<file path="config.mk">
export PLATFORM = sky130hd
export DESIGN_NAME = sadc_ctrl
export DESIGN_NICKNAME = d
export VERILOG_FILES = /design/src/sadc_pkg.sv /design/src/sadc_ctrl.sv
export SDC_FILE = /design/constraint.sdc
export NUM_CORES = 1
export LEC_CHECK = 0
export BUFFER_PORTS_ARGS = -buffer_cell sky130_fd_sc_hd__buf_2
export CAP_MARGIN = 20
export CORE_AREA = 2 2 61 63
export DETAILED_ROUTE_END_ITERATION = 12
export DIE_AREA = 0 0 63 65
export GPL_ROUTABILITY_DRIVEN = 0
export GPL_TIMING_DRIVEN = 0
export HOLD_SLACK_MARGIN = 0.02
export PLACE_DENSITY = 0.83
export RECOVER_POWER = 50
export SKIP_LAST_GASP = 1
export SYNTH_ARGS = -nofsm -noshare
export SYNTH_HDL_FRONTEND = slang
export SYNTH_SLANG_ARGS = --single-unit
</file>
<file path="constraint.sdc">
create_clock -name core_clk -period 3.8 [get_ports core_clk]
set_input_delay 0.38 -clock core_clk [delete_from_list [all_inputs] [get_ports core_clk]]
set_output_delay 0.38 -clock core_clk [all_outputs]
set_load 0.05 [all_outputs]
</file>
<file path="src/sadc_pkg.sv">
/*
  Constants, states and carrier types for the sampling converter
  control block. Assumes a single 125 MHz core clock.
*/
package sadc_pkg;

  // ------------------------------------------------------------
  // Widths and timing
  // ------------------------------------------------------------
  localparam int SADC_RES_W = 12;
  localparam int SADC_NIB_W = 4;
  localparam int SADC_CNT_W = 10;
  localparam int SADC_CLK_NS = 8;
  // Nominal conversion times, 12-bit and short 8-bit cycle
  localparam int SADC_CONV12_NS = 6400;
  localparam int SADC_CONV8_NS = 4400;
  localparam logic [SADC_CNT_W-1:0] SADC_CONV12_CYC =
    SADC_CNT_W'((SADC_CONV12_NS + SADC_CLK_NS - 1) / SADC_CLK_NS);
  localparam logic [SADC_CNT_W-1:0] SADC_CONV8_CYC =
    SADC_CNT_W'((SADC_CONV8_NS + SADC_CLK_NS - 1) / SADC_CLK_NS);
  localparam logic [SADC_CNT_W-1:0] SADC_CNT_RST = 10'h000;
  localparam logic [SADC_RES_W-1:0] SADC_RESULT_RST = 12'h000;

  // ------------------------------------------------------------
  // Types
  // ------------------------------------------------------------
  typedef enum logic [2:0] {
    SADC_IDLE  = 3'b001,
    SADC_CONV  = 3'b010,
    SADC_LATCH = 3'b100
  } sadc_state_t;

  // Control pins as they arrive from the host
  typedef struct packed {
    logic chip_en;
    logic chip_sel_n;
    logic read_conv;
    logic word_wide;
    logic byte_select;
  } sadc_ctrl_t;

  // Data pins; hi group is pins 11..4, lo group is pins 3..0
  typedef struct packed {
    logic [SADC_RES_W-1:0] result_bits;
    logic hi_oe_n;
    logic lo_oe_n;
  } sadc_dout_t;

endpackage

</file>
<file path="src/sadc_ctrl.sv">
/*
  Conversion start, length latch, busy and three-state data output
  control of a 12-bit sampling converter.
  Assumes the approximation core presents its word on approx_word
  in the core clock domain; control pins are asynchronous.
*/
module sadc_ctrl
  import sadc_pkg::*;
(
  input wire logic core_clk,
  input wire logic rst_n,
  input wire sadc_ctrl_t ctrl_pins,
  input wire logic [SADC_RES_W-1:0] approx_word,
  output sadc_dout_t dout,
  output logic busy,
  output logic hold_cmd
);

  // ------------------------------------------------------------
  // Pin synchronisers
  // ------------------------------------------------------------
  sadc_ctrl_t ctrl_m;
  sadc_ctrl_t ctrl_s;
  logic start_q;
  sadc_state_t state;
  sadc_state_t next_state;
  logic [SADC_CNT_W-1:0] cnt;
  logic len8;
  logic [SADC_RES_W-1:0] res;

  // Two stages per pin; ctrl_m feeds only ctrl_s
  always_ff @(posedge core_clk) begin
    if (!rst_n) begin
      ctrl_m <= '0;
      ctrl_s <= '0;
    end else begin
      ctrl_m <= ctrl_pins;
      ctrl_s <= ctrl_m;
    end
  end

  // ------------------------------------------------------------
  // Start and read decode
  // ------------------------------------------------------------
  wire chip_on = ctrl_s.chip_en & ~ctrl_s.chip_sel_n;
  wire start_cond = chip_on & ~ctrl_s.read_conv;
  // Level-to-edge on the combined term: whichever input arrives last
  // makes the edge, and all three paths share one delay.
  wire start_evt = start_cond & ~start_q;
  wire go = start_evt & (state == SADC_IDLE);
  wire relatch = start_evt & (state != SADC_IDLE);
  wire rd_ok = chip_on & ctrl_s.read_conv & ~busy;
  wire byte_lo = ~ctrl_s.word_wide & ctrl_s.byte_select;
  wire hi_sel = rd_ok;
  wire lo_sel = rd_ok & ctrl_s.word_wide;
  wire [SADC_CNT_W-1:0] term = len8 ? SADC_CONV8_CYC : SADC_CONV12_CYC;
  wire cnt_done = (cnt >= term - 10'h001);
  // Left-justified low byte: four LSBs then forced zeros
  wire [SADC_RES_W-1:0] lo_byte = {res[SADC_NIB_W-1:0], 8'h00};
  wire [SADC_RES_W-1:0] next_pins = byte_lo ? lo_byte : res;
  // Short cycle leaves the four LSBs at zero
  wire [SADC_RES_W-1:0] latch_word = len8 ? {approx_word[11:4], 4'h0} : approx_word;

  always_ff @(posedge core_clk) begin
    if (!rst_n) begin
      start_q <= 1'b0;
    end else begin
      start_q <= start_cond;
    end
  end

  // ------------------------------------------------------------
  // Conversion sequencer
  // ------------------------------------------------------------
  // Next state; starts during a conversion do not restart it
  always_comb begin
    next_state = state;
    case (state)
      SADC_IDLE: begin
        if (go) begin
          next_state = SADC_CONV;
        end
      end
      SADC_CONV: begin
        if (cnt_done) begin
          next_state = SADC_LATCH;
        end
      end
      SADC_LATCH: begin
        next_state = SADC_IDLE;
      end
      default: begin
        next_state = SADC_IDLE;
      end
    endcase
  end

  // State, length latch and cycle counter
  always_ff @(posedge core_clk) begin
    if (!rst_n) begin
      state <= SADC_IDLE;
      len8 <= 1'b0;
      cnt <= SADC_CNT_RST;
    end else begin
      state <= next_state;
      // Relatch may shorten or stretch the running cycle
      if (go || relatch) begin
        len8 <= ctrl_s.byte_select;
      end
      cnt <= (state == SADC_CONV) ? cnt + 10'h001 : SADC_CNT_RST;
    end
  end

  // Result latch, busy and the hold kick to the analog core
  always_ff @(posedge core_clk) begin
    if (!rst_n) begin
      res <= SADC_RESULT_RST;
      busy <= 1'b0;
      hold_cmd <= 1'b0;
    end else begin
      if (state == SADC_CONV && cnt_done) begin
        res <= latch_word;
      end
      busy <= (next_state != SADC_IDLE);
      hold_cmd <= go;
    end
  end

  // ------------------------------------------------------------
  // Three-state data outputs
  // ------------------------------------------------------------
  // Enables held off while a start is pending so no glitch read
  always_ff @(posedge core_clk) begin
    if (!rst_n) begin
      dout.result_bits <= SADC_RESULT_RST;
      dout.hi_oe_n <= 1'b1;
      dout.lo_oe_n <= 1'b1;
    end else begin
      dout.result_bits <= next_pins;
      dout.hi_oe_n <= ~(hi_sel & ~start_evt);
      dout.lo_oe_n <= ~(lo_sel & ~start_evt);
    end
  end

  // ------------------------------------------------------------
  // Checks
  // ------------------------------------------------------------
  logic [SADC_CNT_W:0] run;
  logic relatch_seen;

  // Busy length and whether a relatch disturbed it
  always_ff @(posedge core_clk) begin
    if (!rst_n) begin
      run <= '0;
      relatch_seen <= 1'b0;
    end else begin
      run <= busy ? run + 11'h001 : 11'h000;
      relatch_seen <= go ? 1'b0 : (relatch_seen | relatch);
    end
  end
endmodule

</file>
==> metrics <==
status finished, final reports clean; worst-path cell with the longest stage delay dfxtp_1; Critical Path AT 2.31 ns; Num CTS Buffers 5; flop-to-flop setup slack 1.79 ns; Hold Worst Slack 0.209 ns; leading cell type by number of instances after synthesis dfxtp_1; final routed DRC violation total 0; total of hold buffers inserted after clock tree synthesis 0; clock period minus worst slack 2.01 ns; design area 0.00225 mm2; R2R cell count 7; fraction of layout instances using a drive strength above 1 18.2%; number of sinks driven by the clock tree 53; area of the multi-input gates 810 um2; DRT Pass-1 Iters 4; top cells by area in the synthesized netlist dfxtp_1 55%, mux2i_1 8.2%, nand2_1 4.6%; post-synthesis cell type count 32; clock tree from TritonCTS done; largest area contributor in the synthesized netlist dfxtp_1; row cnt 22; length of routed met2 wiring 1.52 mm; CP peak stage delay 0.44 ns; Hold Path Class input pin to register; Layout area overhead 15.6%; core box area 0.00350 mm2; top cell type's share of synthesized area 54.5%; number of DRC markers after the initial detailed-route iteration 20; critical path launch point type register; total number of vias 1368; chip height 65 um; slew at the pin with the worst max-slew slack 0.585 ns; Clk Latency, worst-skew pair 0.37 ns; YS warnings 0; leakage component of the power 0.958 nW; final-layout setup total negative slack 0 ns; worst path cell trace inv_1 > ha_1 > nand4_1 > o211a_1 > a21oi_4 > buf_12 > mux2i_1; sequential area share after synthesis 54.5%; full die area 0.00410 mm2; number of slew-limit violations in the final report 0; register area 0.00106 mm2; buffer depth of the longest clock path 2; endpoint class of the critical path register; post-detailed-route wirelength per cell 11.4 um; Max-Slew Margin vs Limit 61.2%; register clock-pin slew on the reported worst setup and hold paths 0.13 ns; largest net degree at the start of global routing 16; sum of met3 wire segment lengths after detailed routing 139 um; initial core utilization 55.7%; register bit total from synthesis 53; # diodes 0; vias in the first global route 1295; Chip Width 63 um; Metal-1 WL 1.48 mm; number of buffers inserted by port buffering 33; worst-case vdd ir drop 255 uV; setup repair after global routing missed its margin false; Synth Net Count 215; post-layout net count 255; required time at the worst-slack endpoint 4.10 ns; number of nets with antenna violations after detailed routing 0; placed wire-length estimate 2.27 mm; Max Clock Freq 498 MHz; highest metal layer used by the detailed router met4; routed via count divided by cell count 4.90; overall routing resource usage 16.9%; final setup skew 0.00608 ns; placed cell areas 0.00217 mm2; number of enable-type register cells in the synthesized netlist 0; first-pass GRT wire length 5.38 mm; grt total ovfl 0; top_reg_cell synth dfxtp_1; Post-synth top cells 53 x dfxtp_1, 24 x nand2_1, 16 x mux2i_1, 11 x nor2_1; final number of setup-violating endpoints 0; maximum fanout along the worst path 10; number of filler instances in the final layout 306; number of antenna violations at the first check in global routing 0; total count of hold-check failures in the final report 0; number of max-cap violations 0; syn_area_per_cell 10.2 um2; CTS H-tree lvls 2; post-CTS repair timing setup buffer count 0; Period Utilization, post-route 52.8%; proportion of register bits with asynchronous set or reset after synthesis 0%; Ports 35; Power Density 408 mW/mm2; number of cells on the worst hold path 2; critical path class register to register; total length of routed wires 3.17 mm; post-synthesis instance total 190; overall power 918 uW; Syn Std Cell Area 0.00195 mm2; Post-CTS Resized 0; CTS root buffer clkbuf_4
cells by family (layout without fill, tap and decap cells):
| group | after synthesis | after routing | share of synthesized area [%] |
|---|---|---|---|
| flip-flops | 53 | 53 | 54.5 |
| XOR/XNOR | 8 | 8 | 3.60 |
| AND/OR/NAND/NOR | 84 | 84 | 22.8 |
| multiplexers | 16 | 16 | 8.23 |
| adder cells (fa/ha/maj) | 6 | 6 | 3.86 |
| AO/OA/AOI/OAI | 9 | 9 | 3.41 |
| buffers and inverters | 14 | 55 | 3.60 |
state kept, by name, summed over array words and instances (netlist names):
name and flops:
hold_cmd 1, res 12, cnt 10, len8 1, state 3, ctrl_m 5, ctrl_s 5, busy 1
dout 14, start_q 1
layout make-up:
type                    instances  share of cell area [%]
clock buffers                   7                    2.45
flip-flops and latches         53                    47.2
plain buffers                   9                    2.23
multi-input cells             123                    36.0
clock inverters                 1                    1.34
repair buffers                 33                    7.29
inverters                       5                   0.835
well taps                      48                    2.67
layer usage:
layer | vias up | global-route usage [%]
met2 | 24 | 30.9
met4 | 0 | 5.83
met3 | 4 | 5.73
met1 | 626 | 18.2
li1 | 714 | -
met5 | - | 0
metrics by stage:
| stage | utilization [%] | worst slack, ns | instances |
|---|---|---|---|
| 2_1_floorplan | - | 2.06 | 190 |
| 3_3_place_gp | 62.1 | 1.88 | 271 |
| 3_5_place_dp | 62.1 | 1.83 | 271 |
| 4_1_cts | 64.5 | 1.77 | 279 |
| 5_1_grt | 64.3 | 1.69 | 279 |
| 6_report | 64.3 | 1.79 | 279 |
worst paths after layout:
| kind | startpoint | to |
|---|---|---|
| setup / recovery | len8 | res[3] |
| hold / removal | ctrl_pins[4] | ctrl_m[4] |
| setup reg to reg | len8 | res[3] |
| hold reg to reg | ctrl_s[1] | dout[0] |
critical path, delay by kind of cell (launching register included):
family,cells,cell delay [ns]
DFF,1,0.44
and+or+nand+nor,1,0.10
muxes,1,0.20
buffers and inverters,2,0.34
AOI/OAI and AO/OA,2,0.53
adders and majority gates,1,0.34
power breakdown:
part           internal, mW  switching (mW)  leakage [nW]
Clock                 0.157           0.163        0.0455
Sequential            0.562         0.00248         0.429
Combinational        0.0152          0.0184         0.483
Total                 0.735           0.184         0.958
placed cells by master, fill, tap and decap left out, types with 2 or more instances in the layout:
master    synthesis  routed
clkbuf_4          0       5
buf_2             1      32
nor2b_1           6       6
nor2_1           11      11
xor2_1            2       2
clkbuf_1          7      10
nand2_1          24      24
nand3_1           9       9
nand4_1           2       2
nor3_1            3       3
inv_1             5       5
xnor2_1           6       6
dfxtp_1          53      53
o21ai_0           2       2
and2_0            0       4
and3_1           10      10
a21oi_1           3       3
ha_1              6       6
and2_1           10       6
mux2i_1          16      16
No activity file was read; power rests on OpenSTA's default activity.
